`config.mk`:
```
export PLATFORM = sky130hd
export DESIGN_NAME = spfp_core
export DESIGN_NICKNAME = d
export VERILOG_FILES = /design/src/logic/spfp_pkg.sv /design/src/logic/spfp_core.sv /design/src/logic/spfp_fifo.sv
export VERILOG_INCLUDE_DIRS = /design/src /design/src/logic
export SDC_FILE = /design/constraint.sdc
export NUM_CORES = 1
export LEC_CHECK = 0
export BUFFER_PORTS_ARGS = -buffer_cell sky130_fd_sc_hd__buf_2
export CORE_MARGIN = 5
export CORE_UTILIZATION = 30
export CTS_CLUSTER_SIZE = 14
export DETAILED_ROUTE_END_ITERATION = 7
export HOLD_SLACK_MARGIN = 0.1
export PLACE_DENSITY = 0.47
export SYNTH_ARGS = -nofsm -noshare
export SYNTH_HDL_FRONTEND = slang
export SYNTH_HIERARCHICAL = 1
export SYNTH_SLANG_ARGS = --single-unit
```
`constraint.sdc`:
```
create_clock -name clk -period 7.69 [get_ports clk]
set_input_delay 0.769 -clock clk [delete_from_list [all_inputs] [get_ports clk]]
set_output_delay 0.769 -clock clk [all_outputs]
set_load 0.02 [all_outputs]
```
`src/logic/spfp_params.svh`:
```
// Constants of the framed serial port: register indices, field positions, reset values.
// Assumes inclusion by the package and the port core; definitions only.
`ifndef SPFP_PARAMS_SVH
`define SPFP_PARAMS_SVH
`define SPFP_ADDR_W 2
`define SPFP_REG_STAT 2'h0
`define SPFP_REG_CTL1 2'h1
`define SPFP_REG_CTL2 2'h2
`define SPFP_REG_DATA 2'h3
`define SPFP_STAT_EN 15
`define SPFP_STAT_SIDL 13
`define SPFP_STAT_ROV 6
`define SPFP_STAT_ISEL_LO 2
`define SPFP_CTL1_RESET 16'h0000
`define SPFP_CTL2_RESET 16'h0000
`define SPFP_CTL1_MASK 16'h1fff
`define SPFP_CTL2_MASK 16'he003
`define SPFP_FIFO_DEPTH 8
`define SPFP_PRE_W 10
`endif

```
`src/logic/spfp_pkg.sv`:
```
// Types of the framed serial port.
// Assumes spfp_params.svh in the include path.
`include "spfp_params.svh"
package spfp_pkg;
    typedef struct packed {
        logic [2:0] unused_hi;
        logic clock_pin_disable;
        logic out_pin_disable;
        logic word_width_select;
        logic sample_phase;
        logic clock_edge;
        logic select_pin_enable;
        logic clock_polarity;
        logic master_select;
        logic [2:0] secondary_prescale;
        logic [1:0] primary_prescale;
    } spfp_ctl1_s;
    typedef struct packed {
        logic framed_enable;
        logic frame_sync_direction;
        logic frame_sync_polarity;
        logic [10:0] unused_mid;
        logic frame_sync_edge;
        logic enhanced_buffer_enable;
    } spfp_ctl2_s;
    typedef struct packed {
        logic sck_o;
        logic sck_oe_b;
        logic sdo_o;
        logic sdo_oe_b;
        logic ss_o;
        logic ss_oe_b;
    } spfp_pins_s;
    typedef enum logic [1:0] {
        SPFP_IDLE = 2'b00,
        SPFP_SYNC = 2'b01,
        SPFP_SHIFT = 2'b10
    } spfp_state_e;
endpackage : spfp_pkg
```
`src/logic/spfp_core.sv`:
```
// Framed serial port: register file, prescaler, shifter, buffers, pin drive.
// Assumes synchronous register port; pins come from outside and are synchronised here.
//
// Design decisions made here: the address map and the plain strobed port.
`timescale 1ns/10ps
`default_nettype none
`include "spfp_params.svh"
module spfp_core #(
    parameter int DEPTH = `SPFP_FIFO_DEPTH
) (
    input wire logic clk,
    input wire logic rst_b,
    input wire logic [`SPFP_ADDR_W-1:0] reg_addr,
    input wire logic [15:0] reg_wdata,
    input wire logic reg_wr,
    input wire logic reg_rd,
    output logic [15:0] reg_rdata,
    input wire logic device_idle,
    input wire logic sck_i,
    input wire logic sdi_i,
    input wire logic ss_i,
    output spfp_pkg::spfp_pins_s pins,
    output logic port_active,
    output logic buffer_event
);
    import spfp_pkg::*;
    localparam int CW = $clog2(DEPTH) + 1;

    spfp_ctl1_s ctl1, next_ctl1;
    spfp_ctl2_s ctl2, next_ctl2;
    logic port_enable, next_port_enable, stop_in_idle, next_stop_in_idle;
    logic receive_overflow_flag, next_receive_overflow_flag;
    logic [2:0] buffer_irq_select, next_buffer_irq_select;
    logic [15:0] tx_holding_register, next_tx_holding_register;
    logic [15:0] rx_holding_register, next_rx_holding_register;
    logic std_tx_full, next_std_tx_full, std_rx_full, next_std_rx_full;
    spfp_state_e state, next_state;
    logic [15:0] shift_register, next_shift_register;
    logic [4:0] bits_left, next_bits_left;
    logic sck_lvl, next_sck_lvl, sdo_lvl, next_sdo_lvl, fs_lvl, next_fs_lvl;
    logic [`SPFP_PRE_W-1:0] pre_cnt, next_pre_cnt;
    logic half_tick;
    logic rx_done, tx_load;
    logic [2:0] sck_sync, sdi_sync, ss_sync;
    logic shift_done_q, load_q;
    logic [15:0] rd_data_q, next_rd_data_q;

    // Pin synchronisers; only stage 1 and later are read
    always_ff @(posedge clk) begin
        if (!rst_b) begin
            sck_sync <= 3'h0;
            sdi_sync <= 3'h0;
            ss_sync <= 3'h7;
        end else begin
            sck_sync <= {sck_sync[1:0], sck_i};
            sdi_sync <= {sdi_sync[1:0], sdi_i};
            ss_sync <= {ss_sync[1:0], ss_i};
        end
    end

    logic enh, master, framed, running, wide, cke_eff;
    logic data_wr, data_rd;
    logic [CW-1:0] txf_count, rxf_count;
    logic [15:0] txf_head, rxf_head;
    logic ss_active, fs_in_active, ext_lead, ext_trail;
    assign enh = ctl2.enhanced_buffer_enable;
    assign master = ctl1.master_select;
    assign framed = ctl2.framed_enable;
    assign wide = ctl1.word_width_select;
    assign cke_eff = ctl1.clock_edge && !framed;
    assign running = port_enable && !(stop_in_idle && device_idle);
    assign data_wr = reg_wr && reg_addr == `SPFP_REG_DATA;
    assign data_rd = reg_rd && reg_addr == `SPFP_REG_DATA;

    // Divide ratio: primary 64,16,4,1 times secondary 8..1
    function automatic logic [`SPFP_PRE_W-1:0] div_ratio(input logic [2:0] sec, input logic [1:0] pri);
        logic [`SPFP_PRE_W-1:0] s;
        s = `SPFP_PRE_W'(4'h8 - {1'b0, sec});
        div_ratio = s << (4'h6 - {2'b00, pri, 1'b0});
    endfunction : div_ratio

    // Half-bit tick: sck toggles every ratio/2 clocks, ratio 1 uses every clock
    logic [`SPFP_PRE_W-1:0] ratio, half;
    assign ratio = div_ratio(ctl1.secondary_prescale, ctl1.primary_prescale);
    assign half = (ratio > `SPFP_PRE_W'(1)) ? (ratio >> 1) : `SPFP_PRE_W'(1);
    assign half_tick = (pre_cnt == half - `SPFP_PRE_W'(1));

    always_comb begin
        next_pre_cnt = (state == SPFP_IDLE || half_tick) ? '0 : pre_cnt + `SPFP_PRE_W'(1);
    end

    // External clock edges for slave mode
    logic sck_rise, sck_fall, sck_lead, sck_trail;
    assign sck_rise = sck_sync[1] && !sck_sync[2];
    assign sck_fall = !sck_sync[1] && sck_sync[2];
    assign sck_lead = ctl1.clock_polarity ? sck_fall : sck_rise;
    assign sck_trail = ctl1.clock_polarity ? sck_rise : sck_fall;
    assign fs_in_active = (ss_sync[1] == ctl2.frame_sync_polarity);
    // Slave select gates slave; framed slave uses frame sync
    assign ss_active = !ctl1.select_pin_enable || !ss_sync[1];
    assign ext_lead = sck_lead && ss_active;
    assign ext_trail = sck_trail && ss_active;

    // Transmit and receive buffers
    logic tx_push, tx_pop, rx_push, rx_pop, txf_full, rxf_full;
    assign txf_full = txf_count == CW'(DEPTH);
    assign rxf_full = rxf_count == CW'(DEPTH);
    assign tx_push = enh && data_wr && !txf_full;
    assign tx_pop = enh && tx_load;
    assign rx_pop = enh && data_rd;
    assign rx_push = enh && rx_done && !rxf_full;

    spfp_fifo #(.WIDTH(16), .DEPTH(DEPTH)) u_txf (
        .clk(clk), .rst_b(rst_b), .flush(!port_enable || !enh), .push(tx_push),
        .push_data(reg_wdata), .pop(tx_pop), .head(txf_head), .count(txf_count)
    );
    spfp_fifo #(.WIDTH(16), .DEPTH(DEPTH)) u_rxf (
        .clk(clk), .rst_b(rst_b), .flush(!port_enable || !enh), .push(rx_push),
        .push_data(shift_register), .pop(rx_pop), .head(rxf_head), .count(rxf_count)
    );

    logic tx_avail;
    assign tx_avail = enh ? (txf_count != '0) : std_tx_full;
    // Word is loaded when idle and data waits; slave preloads likewise
    assign tx_load = running && state == SPFP_IDLE && tx_avail;

    // Shifter state machine
    logic lead_edge, samp_lead;
    assign lead_edge = master ? (sck_lvl == ctl1.clock_polarity) : ext_lead;
    // Output on the leading edge puts both sample points on the trailing edge
    assign samp_lead = cke_eff && !(master && ctl1.sample_phase);
    always_comb begin
        next_state = state;
        next_shift_register = shift_register;
        next_bits_left = bits_left;
        next_sck_lvl = sck_lvl;
        next_sdo_lvl = sdo_lvl;
        next_fs_lvl = fs_lvl;
        rx_done = 1'b0;
        if (!running) begin
            next_state = SPFP_IDLE;
            next_sck_lvl = ctl1.clock_polarity;
            next_fs_lvl = 1'b0;
        end else begin
            case (state)
                SPFP_IDLE: begin
                    next_sck_lvl = ctl1.clock_polarity;
                    if (tx_load || (!master && ss_active && !(framed && ctl2.frame_sync_direction))) begin
                        if (tx_load) begin
                            next_shift_register = enh ? txf_head : tx_holding_register;
                            next_sdo_lvl = wide ? next_shift_register[15] : next_shift_register[7];
                        end
                        next_bits_left = wide ? 5'h10 : 5'h08;
                        if (tx_load || !master) begin
                            next_state = (framed && !ctl2.frame_sync_edge) ? SPFP_SYNC : SPFP_SHIFT;
                            next_fs_lvl = framed && !ctl2.frame_sync_direction;
                        end
                        if (!master && !tx_load && !framed) begin
                            next_state = SPFP_IDLE;
                        end
                    end
                    if (!master && framed && ctl2.frame_sync_direction && fs_in_active) begin
                        next_bits_left = wide ? 5'h10 : 5'h08;
                        next_state = SPFP_SHIFT;
                    end
                end
                SPFP_SYNC: begin
                    // Sync stands a half bit with the clock idle, then shifting starts
                    if (master ? half_tick : ext_trail) begin
                        next_state = SPFP_SHIFT;
                    end
                end
                SPFP_SHIFT: begin
                    if (master ? half_tick : (ext_lead || ext_trail)) begin
                        if (master) begin
                            next_sck_lvl = !sck_lvl;
                        end
                        if (lead_edge != ctl2.frame_sync_edge) begin
                            next_fs_lvl = 1'b0;
                        end
                        if (lead_edge == samp_lead) begin
                            next_shift_register = {shift_register[14:0], sdi_sync[1]};
                            next_bits_left = bits_left - 5'h01;
                        end
                        // Output moves on the trailing edge with cke outside framed mode, else on the leading one
                        if (lead_edge != cke_eff) begin
                            next_sdo_lvl = wide ? next_shift_register[15] : next_shift_register[7];
                        end
                        if (!lead_edge && next_bits_left == 5'h00) begin
                            next_state = SPFP_IDLE;
                            rx_done = 1'b1;
                            if (!wide) begin
                                next_shift_register = {8'h00, next_shift_register[7:0]};
                            end
                        end
                    end
                end
                default: next_state = SPFP_IDLE;
            endcase
        end
    end

    // Standard buffers, overflow and status flags
    always_comb begin
        next_std_tx_full = std_tx_full;
        next_std_rx_full = std_rx_full;
        next_tx_holding_register = tx_holding_register;
        next_rx_holding_register = rx_holding_register;
        next_receive_overflow_flag = receive_overflow_flag;
        if (!enh && tx_load) begin
            next_std_tx_full = 1'b0;
        end
        if (!enh && data_wr) begin
            next_tx_holding_register = reg_wdata;
            next_std_tx_full = 1'b1;
        end
        if (!enh && data_rd) begin
            next_std_rx_full = 1'b0;
        end
        if (reg_wr && reg_addr == `SPFP_REG_STAT && !reg_wdata[`SPFP_STAT_ROV]) begin
            next_receive_overflow_flag = 1'b0;
        end
        if (rx_done) begin
            if (enh ? rxf_full : std_rx_full) begin
                next_receive_overflow_flag = 1'b1;
            end else if (!enh) begin
                next_rx_holding_register = next_shift_register;
                next_std_rx_full = 1'b1;
            end
        end
    end

    // Register writes
    always_comb begin
        next_ctl1 = ctl1;
        next_ctl2 = ctl2;
        next_port_enable = port_enable;
        next_stop_in_idle = stop_in_idle;
        next_buffer_irq_select = buffer_irq_select;
        if (reg_wr) begin
            case (reg_addr)
                `SPFP_REG_STAT: begin
                    next_port_enable = reg_wdata[`SPFP_STAT_EN];
                    next_stop_in_idle = reg_wdata[`SPFP_STAT_SIDL];
                    next_buffer_irq_select = reg_wdata[`SPFP_STAT_ISEL_LO +: 3];
                end
                `SPFP_REG_CTL1: next_ctl1 = reg_wdata & `SPFP_CTL1_MASK;
                `SPFP_REG_CTL2: next_ctl2 = reg_wdata & `SPFP_CTL2_MASK;
                default: ;
            endcase
        end
    end

    logic tx_full_flag, rx_full_flag, shifter_empty_flag, rx_fifo_empty_flag;
    logic [2:0] buffer_element_count;
    assign tx_full_flag = enh ? txf_full : std_tx_full;
    assign rx_full_flag = enh ? rxf_full : std_rx_full;
    assign shifter_empty_flag = state == SPFP_IDLE;
    assign rx_fifo_empty_flag = rxf_count == '0;
    assign buffer_element_count = master ? 3'(txf_count) : 3'(rxf_count);

    always_comb begin
        next_rd_data_q = 16'h0000;
        if (reg_rd) begin
            case (reg_addr)
                `SPFP_REG_STAT: next_rd_data_q = {port_enable, 1'b0, stop_in_idle, 2'b00,
                    enh ? buffer_element_count : 3'h0, enh && shifter_empty_flag, receive_overflow_flag,
                    enh && rx_fifo_empty_flag, buffer_irq_select, tx_full_flag, rx_full_flag};
                `SPFP_REG_CTL1: next_rd_data_q = ctl1;
                `SPFP_REG_CTL2: next_rd_data_q = ctl2;
                `SPFP_REG_DATA: next_rd_data_q = enh ? rxf_head : rx_holding_register;
                default: next_rd_data_q = 16'h0000;
            endcase
        end
    end
    assign reg_rdata = rd_data_q;

    // Buffer event per interrupt select
    always_comb begin
        case (buffer_irq_select)
            3'b111: buffer_event = tx_full_flag;
            3'b110: buffer_event = load_q && txf_count == '0;
            3'b101: buffer_event = shift_done_q && txf_count == '0;
            3'b100: buffer_event = load_q;
            3'b011: buffer_event = rx_full_flag;
            3'b010: buffer_event = rxf_count >= CW'((DEPTH * 3) / 4);
            3'b001: buffer_event = !rx_fifo_empty_flag;
            3'b000: buffer_event = data_rd && rxf_count == CW'(1);
            default: buffer_event = 1'b0;
        endcase
        buffer_event = buffer_event && enh && port_enable;
    end

    // Pin drive; oe low means driven
    always_comb begin
        pins.sck_o = sck_lvl;
        pins.sck_oe_b = !(port_enable && master && !ctl1.clock_pin_disable);
        pins.sdo_o = sdo_lvl;
        pins.sdo_oe_b = !(port_enable && !ctl1.out_pin_disable);
        pins.ss_o = ctl2.frame_sync_polarity ? fs_lvl : !fs_lvl;
        pins.ss_oe_b = !(port_enable && framed && !ctl2.frame_sync_direction);
    end
    assign port_active = running;

    always_ff @(posedge clk) begin
        if (!rst_b) begin
            ctl1 <= `SPFP_CTL1_RESET;
            ctl2 <= `SPFP_CTL2_RESET;
            port_enable <= 1'b0;
            stop_in_idle <= 1'b0;
            buffer_irq_select <= 3'h0;
            receive_overflow_flag <= 1'b0;
            tx_holding_register <= 16'h0000;
            rx_holding_register <= 16'h0000;
            std_tx_full <= 1'b0;
            std_rx_full <= 1'b0;
            state <= SPFP_IDLE;
            shift_register <= 16'h0000;
            bits_left <= 5'h00;
            sck_lvl <= 1'b0;
            sdo_lvl <= 1'b0;
            fs_lvl <= 1'b0;
            pre_cnt <= '0;
            rd_data_q <= 16'h0000;
            shift_done_q <= 1'b0;
            load_q <= 1'b0;
        end else begin
            ctl1 <= next_ctl1;
            ctl2 <= next_ctl2;
            port_enable <= next_port_enable;
            stop_in_idle <= next_stop_in_idle;
            buffer_irq_select <= next_buffer_irq_select;
            receive_overflow_flag <= next_receive_overflow_flag;
            tx_holding_register <= next_tx_holding_register;
            rx_holding_register <= next_rx_holding_register;
            std_tx_full <= next_std_tx_full;
            std_rx_full <= next_std_rx_full;
            state <= next_state;
            shift_register <= next_shift_register;
            bits_left <= next_bits_left;
            sck_lvl <= next_sck_lvl;
            sdo_lvl <= next_sdo_lvl;
            fs_lvl <= next_fs_lvl;
            pre_cnt <= next_pre_cnt;
            rd_data_q <= next_rd_data_q;
            shift_done_q <= rx_done;
            load_q <= tx_load;
        end
    end
endmodule : spfp_core
`default_nettype wire

```
`src/logic/spfp_fifo.sv`:
```
// Small synchronous FIFO used for transmit and receive buffering.
// Assumes one clock; push while full and pop while empty are ignored.
`timescale 1ns/10ps
`default_nettype none
module spfp_fifo #(
    parameter int WIDTH = 16,
    parameter int DEPTH = 8
) (
    input wire logic clk,
    input wire logic rst_b,
    input wire logic flush,
    input wire logic push,
    input wire logic [WIDTH-1:0] push_data,
    input wire logic pop,
    output logic [WIDTH-1:0] head,
    output logic [$clog2(DEPTH):0] count
);
    localparam int AW = $clog2(DEPTH);
    logic [WIDTH-1:0] mem [DEPTH];
    logic [AW-1:0] wr_ptr, rd_ptr, next_wr_ptr, next_rd_ptr;
    logic [AW:0] next_count;
    logic do_push, do_pop;

    assign head = mem[rd_ptr];

    always_comb begin
        do_push = push && (count != AW'(0) + (AW+1)'(DEPTH)) ;
        do_pop = pop && (count != '0);
        next_wr_ptr = do_push ? wr_ptr + 1'b1 : wr_ptr;
        next_rd_ptr = do_pop ? rd_ptr + 1'b1 : rd_ptr;
        next_count = count + (AW+1)'(do_push) - (AW+1)'(do_pop);
        if (flush) begin
            next_wr_ptr = '0;
            next_rd_ptr = '0;
            next_count = '0;
        end
    end

    always_ff @(posedge clk) begin
        if (!rst_b) begin
            wr_ptr <= '0;
            rd_ptr <= '0;
            count <= '0;
        end else begin
            wr_ptr <= next_wr_ptr;
            rd_ptr <= next_rd_ptr;
            count <= next_count;
        end
    end

    always_ff @(posedge clk) begin
        if (do_push && !flush) begin
            mem[wr_ptr] <= push_data;
        end
    end
endmodule : spfp_fifo
`default_nettype wire

```
==> results of run 1 <==
## registers in the layout (all words and copies together), names as in the netlist, 4 cells and up, named ones only
name                 cells
u_rxf/mem              128
u_txf/mem              128
reg_rdata               16
rx_holding_register     16
shift_register          16
tx_holding_register     16
ctl1                    11
pre_cnt                 10
bits_left                5
u_rxf/count              4
u_txf/count              4
## stage by stage
stage | instance area (um^2) | power [W] | hold slack, ps | cells
after global routing | 20400 | 0.00470 | 412 | 2234
after detailed placement | 19000 | 0.00250 | 411 | 2155
after global placement | 19000 | 0.00250 | 410 | 2155
final | 20400 | 0.00454 | 411 | 2234
after CTS | 20400 | 0.00460 | 392 | 2234
after floorplan | 17900 | 0.00244 | 386 | 1385
## worst max-delay path, stage by stage (launching register included)
cell and delay [ps]:
dfxtp_1 630, inv_1 90, ha_1 340, xor2_1 210, o221a_2 310, a31oi_1 280, ha_1 270, nor2_1 70
nor3b_1 190, a2111oi_0 90, nand4b_1 330, nor4b_2 370, buf_4 220, nor2_1 100, or2_2 350, nor3_1 540
nand2_1 360, xnor2_1 230, ha_1 220, fa_1 410, xnor2_1 150, nor2_1 50
## layer usage
| metal | track usage (%) | share of wire [%] |
|---|---|---|
| met3 | 2.25 | 3.4 |
| met1 | 18.8 | 46 |
| met4 | 4.86 | 3.4 |
| met5 | 0 | 0.016 |
| met2 | 22.3 | 47 |
## kinds of logic after synthesis
| kind of cell | Yosys count | share of synthesized area [%] |
|---|---|---|
| flip-flops | 401 | 59.1 |
| XOR/XNOR | 28 | 1.41 |
| buffers and inverters | 112 | 3.01 |
| adder cells (fa/ha/maj) | 20 | 1.48 |
| multiplexers | 148 | 14.3 |
| AO/OA/AOI/OAI | 261 | 9.50 |
| AND/OR/NAND/NOR | 415 | 11.1 |
## path summary, 6_finish.rpt
path,start,cells after the start,to
max,ctl1[2],21,u_rxf/count[2]
min,ss_sync[0],1,ss_sync[1]
max reg2reg,ctl1[2],21,u_rxf/count[2]
min reg2reg,ss_sync[0],1,ss_sync[1]
## cell usage in the layout, fill, tap and decap left out, types with 9 or more instances in the layout
master and instances:
o211ai_1 19, or3_1 10, and2_1 17, buf_4 30, nand2_1 143, mux2i_1 45
mux2_2 37, a211oi_1 13, xnor2_1 19, nor3_1 14, mux4_2 10, nand3_1 30
ha_1 18, dfxtp_1 141, mux4_1 56, a21oi_1 106, buf_2 49, nand2b_1 14
clkinv_1 9, clkinv_2 11, nor2_1 112, clkbuf_16 45, edfxtp_1 256, inv_1 29
a22oi_1 18, nor2b_1 10, o21ai_0 34
## power by group through the flow
stage,sequential [W],combinational (W),clock (W)
2_1_floorplan,0.00234,0.0000973,0
3_3_place_gp,0.00235,0.000150,0
3_5_place_dp,0.00235,0.000152,0
4_1_cts,0.00230,0.000152,0.00215
5_1_grt,0.00230,0.000167,0.00224
6_report,0.00230,0.000151,0.00209
## area by class of cell
cell class	instances	area [um^2]	area share [%]
Timing Repair Buffer	79	470	2.31
Clock buffer	50	1160	5.71
Sequential cell	401	10600	51.9
Inverter	30	113	0.552
Multi-Input combinational cell	872	6840	33.5
Clock inverter	29	258	1.26
Tap cell	773	967	4.74
==> metrics.txt, run 1 <==
outcome finished clean; clock sink count 401; final hold vios 0; pre-CTS WS 1800 ps; reg2reg setup slack 1760 ps; Setup TNS 0 ps; ant diodes 0; Finished Core Util approximately 35%; later-pin clock latency in the skew report around 560 ps; Port Buf Inserts 49; Netlist Area Pre-Place 17900 um^2; Critical Path RT 8120 ps; RSZ-0062 raised after global routing no; hold_buf cts 0; grt ovf 0; io pins 50; starting DRC count in detailed routing 716; Net Switching just under 0.001 W; YS warnings 6; kind of critical path flip-flop to flip-flop; via count roughly 11000; clock power share a little under half; largest net degree at the start of global routing 45; Worst-Margin Slew between 1000 and 1500 ps; CTS tree built; Die Wd approximately 250 um; register area share after synthesis slightly below 60%; initial antenna violation count 1; fmax between 150 and 200 MHz; Main synth FF type edfxtp_1; DRT Pass-1 Iters 4; Setup Buffers After CTS 0; post-DR wirelength/cell slightly above 20 um; Core Footprint around 59000 um^2; max-cap violation count 0; Sw Ratio 21.7%; die height between 200 and 300 um; Final WS setup roughly 1800 ps; DIE AREA between 60000 and 70000 um^2; antenna viol nets, final 0; row count 89; Gate power share 3.3%; DR vias/cell between 5 and 6; post-synth top area cell edfxtp_1; relative slew slack 24.9%; Detailed Route WL 45.1 mm; DP HPWL 30.5 mm; top cell type's share of synthesized area 42.9%; Worst Setup Start Kind flip-flop; worst-path fanout max 13; Finish-stage setup viols 0; Async SR Flop Fraction 0%; RePlAce Congestion 0.848; number of flops mapped to enable cells by yosys 256; first-pass GRT wire length slightly below 70 mm; syn_area_per_cell around 13 um^2; Tot GR Track Use about 14%; Starting Density between 30 and 40%; Worst Clk Skew between 15 and 20 ps; synthesis-to-finish area growth 14.0%; arrival time at the worst endpoint between 6000 and 7000 ps; share of post-route cells with drive strength above 1 approximately 16%; Pleak roughly 7 nW; cell with the most instances after synthesis edfxtp_1; fin crit share between 70 and 80%; Root Buffer clkbuf_16; CP Capture Type flip-flop; DRC errors left 0; Syn Nets between 1000 and 1500; Final Critical Period slightly below 6000 ps; sequential power share 50.6%; post-cts gate resize count 0; Synth Register Bits approximately 400; hold crit path type flip-flop to flip-flop; Final Net Count 1474; CTS max path bufs 3; ranking of synthesized cells by area edfxtp_1 43%, dfxtp_1 16%, mux4_1 8.2%, nand2_1 3.0%, a21oi_1 3.0%; clock transition at the registers of the reported paths 70 ps; post-synthesis cell type count 79; internal power about 0.0036 W; # fillers ~5800; vias in the first global route 11200; Slew Limit Fails 0; CTS buffer count 44; Pwr per Cell Area between 200 and 250 nW/um^2; Max IR drop VDD ~0.16 mV; Post-synth top cells 256 x edfxtp_1, 145 x dfxtp_1, 143 x nand2_1, 112 x nor2_1, 107 x a21oi_1; depth of the CTS H-tree 2; Synth Instances 1385
Note: power is estimated with default switching activity, not from simulation.
==> run 2: changes to the inputs <==
==> constraint.sdc (replaced) <==
create_clock -name clk -period 6.1 [get_ports clk]
set_input_delay 0.61 -clock clk [delete_from_list [all_inputs] [get_ports clk]]
set_output_delay 0.61 -clock clk [all_outputs]
set_load 0.02 [all_outputs]
==> metrics.txt, run 2 (synthesis gave the netlist of run 1 again) <==
outcome finished clean; Sw Ratio a little over a fifth; hold crit path type primary input to flip-flop; WHS Path Cells 2; CTS tree built; Port Buf Inserts between 40 and 50; commonest non-fill, non-tap cells in the layout 256 x edfxtp_1, 143 x nand2_1, 141 x dfxtp_1; share of post-route cells with drive strength above 1 between 10% and 20%; DR vias/cell 5.08; synthesis-to-finish area growth 13.6%; internal power about 0.0044 W; CP Capture Type flip-flop; largest net degree at the start of global routing 48; DIE AREA 64700 um^2; commonest non-fill, non-tap cell in the layout edfxtp_1; via count roughly 11000; min-delay src ss_i; row count just under 90; Final Net Count approximately 1500; RSZ-0062 raised after global routing no; later-pin clock latency in the skew report around 570 ps; Starting Density 30.3%; starting DRC count in detailed routing 709; relative slew slack 28.7%; first-pass GRT wire length 69.7 mm; hold_buf cts 0; Pleak 6.77 nW; placed insts around 2200; Pwr Total 0.00558 W; Min-Delay Endpoint ss_sync[0]; sequential power share a little over half; die height 254 um; Detailed Route WL around 46 mm; post-DR wirelength/cell about 20 um; Root Buffer clkbuf_16; post-cts gate resize count 0; vias in the first global route 11300; initial antenna violation count 3; clock power share about 45%; RePlAce Congestion roughly 0.86; Finish-stage setup viols 0; final hold vios 0; kind of critical path flip-flop to flip-flop; Slew Limit Fails 0; Core Footprint slightly below 60000 um^2; CTS max path bufs 3; Final Critical Period 5520 ps; antenna viol nets, final 0; Worst path max stage delay 640 ps; Pwr per Cell Area ~270 nW/um^2; Worst Clk Skew around 22 ps; clock sink count 401; DP HPWL just over 30 mm; worst-path fanout max 13; io pins 50; grt ovf 0; Tot GR Track Use ~14%; CTS buffer count 44; Worst-Margin Slew ~1100 ps; Setup TNS 0 ps; arrival time at the worst endpoint slightly below 6000 ps; Critical Path RT approximately 6500 ps; Die Wd approximately 250 um; Worst Setup Start Kind flip-flop; FF-to-FF path depth 21; DRC errors left 0; Max IR drop VDD 0.223 mV; Largest regs u_rxf/mem (128), u_txf/mem (128); max-cap violation count 0; Net Switching around 0.0012 W; reg2reg setup slack slightly below 600 ps; r2r endpoint u_rxf/count[2]; fmax around 180 MHz; fin crit share 90.5%; worst r2r src ctl1[2]; Slowest-stage cell, CP dfxtp_1; critical-path cell list inv_1, ha_1, xor2_1, o221a_2, a31oi_1, ha_1, nor2_1, nor3b_1, a2111oi_0, nand4b_1, nor4b_2, nor2_1, or2_2, nor3_1, buf_4, nand2_1, xnor2_1, ha_1, fa_1, xnor2_1, nor2_1; clock transition at the registers of the reported paths approximately 60 ps; Setup Buffers After CTS 0; depth of the CTS H-tree 2; DRT Pass-1 Iters 5; Gate power share between 3 and 4%; Cell Count, Final, Fillers Out between 2000 and 2500
run 2: changes by cell type in the layout (fill, tap and decap cells not counted), moves of 2 or more:
cell       previous run  this run
clkinv_1              9         7
bufinv_16             4         2
diode_2               0         2
clkinv_2             11         9
clkbuf_1              3        10
clkbuf_8              2         0
buf_4                30        32
run 2: power groups by stage:
stage	logic [W]	clock network, W	registers [W]
final	0.000191	0.00249	0.00290
after global routing	0.000210	0.00268	0.00290
after CTS	0.000193	0.00257	0.00290
after detailed placement	0.000193	0	0.00296
after global placement	0.000190	0	0.00296
after floorplan	0.000123	0	0.00295
run 2: routing by layer:
| metal | vias to the layer above | global-route usage (%) | part of all wire (%) |
|---|---|---|---|
| met2 | 249 | 22.8 | 47 |
| met1 | 5673 | 19.2 | 45 |
| met3 | 66 | 2.58 | 4.7 |
| met4 | 2 | 4.27 | 2.7 |
| li1 | 5372 | - | - |
| met5 | - | 0 | 0.030 |
run 2: how the worst max path moves through the flow:
stage,start,end,slack [ps],depth (start not counted)
CTS,ctl1[2],u_rxf/count[2],610,21
finish,ctl1[2],u_rxf/count[2],580,21
global route,ctl1[2],u_rxf/count[2],140,21
global placement,ctl1[2],u_rxf/count[2],740,21
detailed placement,ctl1[2],u_rxf/count[2],630,21
floorplan,ctl1[2],u_rxf/mem[4][0],50,18
run 2: per-stage QoR:
step	util [%]	hold WS [ps]	setup slack [ps]	instance area [um^2]
2_1_floorplan	-	386	51.8	17900
3_3_place_gp	32.2	411	736	19000
3_5_place_dp	32.2	405	625	19000
4_1_cts	34.4	218	609	20300
5_1_grt	34.4	247	137	20300
6_report	34.5	245	577	20300
run 2: final cells by class:
cell class              count  area (um^2)
clock buffers              54         1140
multi-input cells         872         6850
flip-flops and latches    401        10600
repair buffers             81          485
inverters                  30          113
diodes                      2         5.00
well taps                 773          967
clock inverters            23          181
fillers                  5839        38700
run 2: critical path, delay by kind of cell (launching register included):
family	cells	cell delay [ps]
AOI/OAI and AO/OA	3	700
buffers and inverters	2	270
adders and majority gates	4	1280
and+or+nand+nor	9	1940
DFF	1	640
xor gates and xnor gates	3	590
==> run 3: changes to the inputs <==
--- a/config.mk
+++ b/config.mk
@@ -7,12 +7,14 @@
 export NUM_CORES = 1
 export LEC_CHECK = 0
 export BUFFER_PORTS_ARGS = -buffer_cell sky130_fd_sc_hd__buf_2
+export CAP_MARGIN = 15
+export CORE_ASPECT_RATIO = 0.6
 export CORE_MARGIN = 5
-export CORE_UTILIZATION = 30
+export CORE_UTILIZATION = 55
 export CTS_CLUSTER_SIZE = 14
 export DETAILED_ROUTE_END_ITERATION = 7
 export HOLD_SLACK_MARGIN = 0.1
-export PLACE_DENSITY = 0.47
+export PLACE_DENSITY = 0.75
 export SYNTH_ARGS = -nofsm -noshare
 export SYNTH_HDL_FRONTEND = slang
 export SYNTH_HIERARCHICAL = 1
==> metrics.txt, run 3 (synthesis gave the netlist of run 1 again) <==
outcome finished clean; Largest regs u_rxf/mem (128), u_txf/mem (128); Pleak a little under 7 nW; depth of the CTS H-tree 2; synthesis-to-finish area growth 10.7%; RePlAce Congestion 0.987; largest net degree at the start of global routing 50; Pwr per Cell Area 275 nW/um^2; hold crit path type primary input to flip-flop; Worst Clk Skew ~27 ps; Detailed Route WL ~43 mm; relative slew slack approximately a quarter; die height between 100 and 150 um; # fillers around 2400; Slowest-stage cell, CP dfxtp_1; Die Wd roughly 240 um; DRT Pass-1 Iters 7; Finish-stage setup viols 0; critical-path cell list inv_1, ha_1, xor2_1, o221a_2, a31oi_1, ha_1, nor2_1, nor3b_1, a2111oi_0, nand4b_1, nor4b_2, nor2_1, or2_2, nor3_2, nand2_1, xnor2_1, ha_1, fa_1, xnor2_1, nor2_1; Worst-Margin Slew 1130 ps; CTS tree built; CTS buffer count 38; Core Footprint roughly 32000 um^2; kind of critical path flip-flop to flip-flop; Final Critical Period about 5500 ps; Starting Density a little under three fifths; commonest non-fill, non-tap cells in the layout 256 x edfxtp_1, 143 x nand2_1, 142 x dfxtp_1; Slew Limit Fails 0; starting DRC count in detailed routing 1494; clock sink count ~400; grt ovf 0; via count 11900; later-pin clock latency in the skew report around 550 ps; vias in the first global route ~11000; DR vias/cell between 6 and 7; row count 51; Tot GR Track Use between 20% and 30%; DRC errors left 0; Setup TNS 0 ps; Top delay family on crit path simple AND/OR/NAND/NOR gates; hold_buf cts 0; arrival time at the worst endpoint around 6000 ps; Worst path max stage delay 630 ps; Root Buffer clkbuf_16; Worst Setup Start Kind flip-flop; CP Capture Type flip-flop; Final Net Count about 1500; Max IR drop VDD ~0.18 mV; io pins 50; RSZ-0062 raised after global routing no; worst-path fanout max 13; DP HPWL roughly 30 mm; Port Buf Inserts 49; Critical Path RT approximately 6500 ps; commonest non-fill, non-tap cell in the layout edfxtp_1; initial antenna violation count 2; clock transition at the registers of the reported paths roughly 70 ps; first-pass GRT wire length 66.8 mm; antenna viol nets, final 0; Pwr Total around 0.0055 W; sum of buffers and inverters on the critical path 1; share of post-route cells with drive strength above 1 between 10% and 20%; fmax 181 MHz; DIE AREA roughly 36000 um^2; CTS max path bufs 3; reg2reg setup slack ~570 ps; fin crit share between 90% and 100%; max-cap violation count 0; post-DR wirelength/cell 23.0 um; final hold vios 0
[run 3: changes by cell type in the layout (fill, tap and decap cells not counted), moves of 2 or more]
cell / delta
clkinv_2: -8
clkbuf_8: +7
clkbuf_16: -5
clkinv_1: -5
buf_4: +2
clkbuf_2: +2
inv_4: +2
[run 3: through the flow]
step                setup slack (ps)  cells  utilization, %  hold slack, ps  instance area, um^2
detailed placement               383   1810            57.6             398                18600
global route                     133   1879            61.4             255                19800
floorplan                       51.8   1385               -             386                17900
global placement                 568   1809            57.5             390                18600
finish                           568   1879            61.4             244                19800
CTS                              363   1878            61.4             237                19800
[run 3: metal layers]
layer	GRT usage, %	share of wire, %
met1	36.6	46
met2	33.3	42
met3	7.52	11
met4	4.45	1.5
met5	0	0
[run 3: cell type report]
class	instances	area [um^2]	share of cell area (%)
inverter	30	113	0.568
timing repair buffer	83	500	2.52
tap	424	531	2.68
multi-input combinational	872	6850	34.6
clock inverter	10	114	0.574
sequential	401	10600	53.4
antenna	1	2.50	0.0126
clock buffer	58	1120	5.65
[run 3: what timing repair did]
item / 4_1_cts / 5_1_grt
setup endpoints to repair: 0 / 3
resized for setup: 0 / 1
buffers inserted: 0 / 0
[run 3: worst paths after layout]
| kind | startpoint | endpoint | cells after the start |
|---|---|---|---|
| max | ctl1[2] | u_rxf/count[2] | 20 |
| min reg2reg | ss_sync[0] | ss_sync[1] | 1 |
| min | ss_i | ss_sync[0] | 2 |
| max reg2reg | ctl1[2] | u_rxf/count[2] | 20 |
[run 3: power breakdown]
group	total (W)	internal [W]	switching, W	leakage [nW]
Sequential	0.00290	0.00288	0.0000200	3.68
Combinational	0.000192	0.0000617	0.000130	2.45
Clock	0.00236	0.00136	0.00100	0.610
Total	0.00545	0.00430	0.00115	6.74
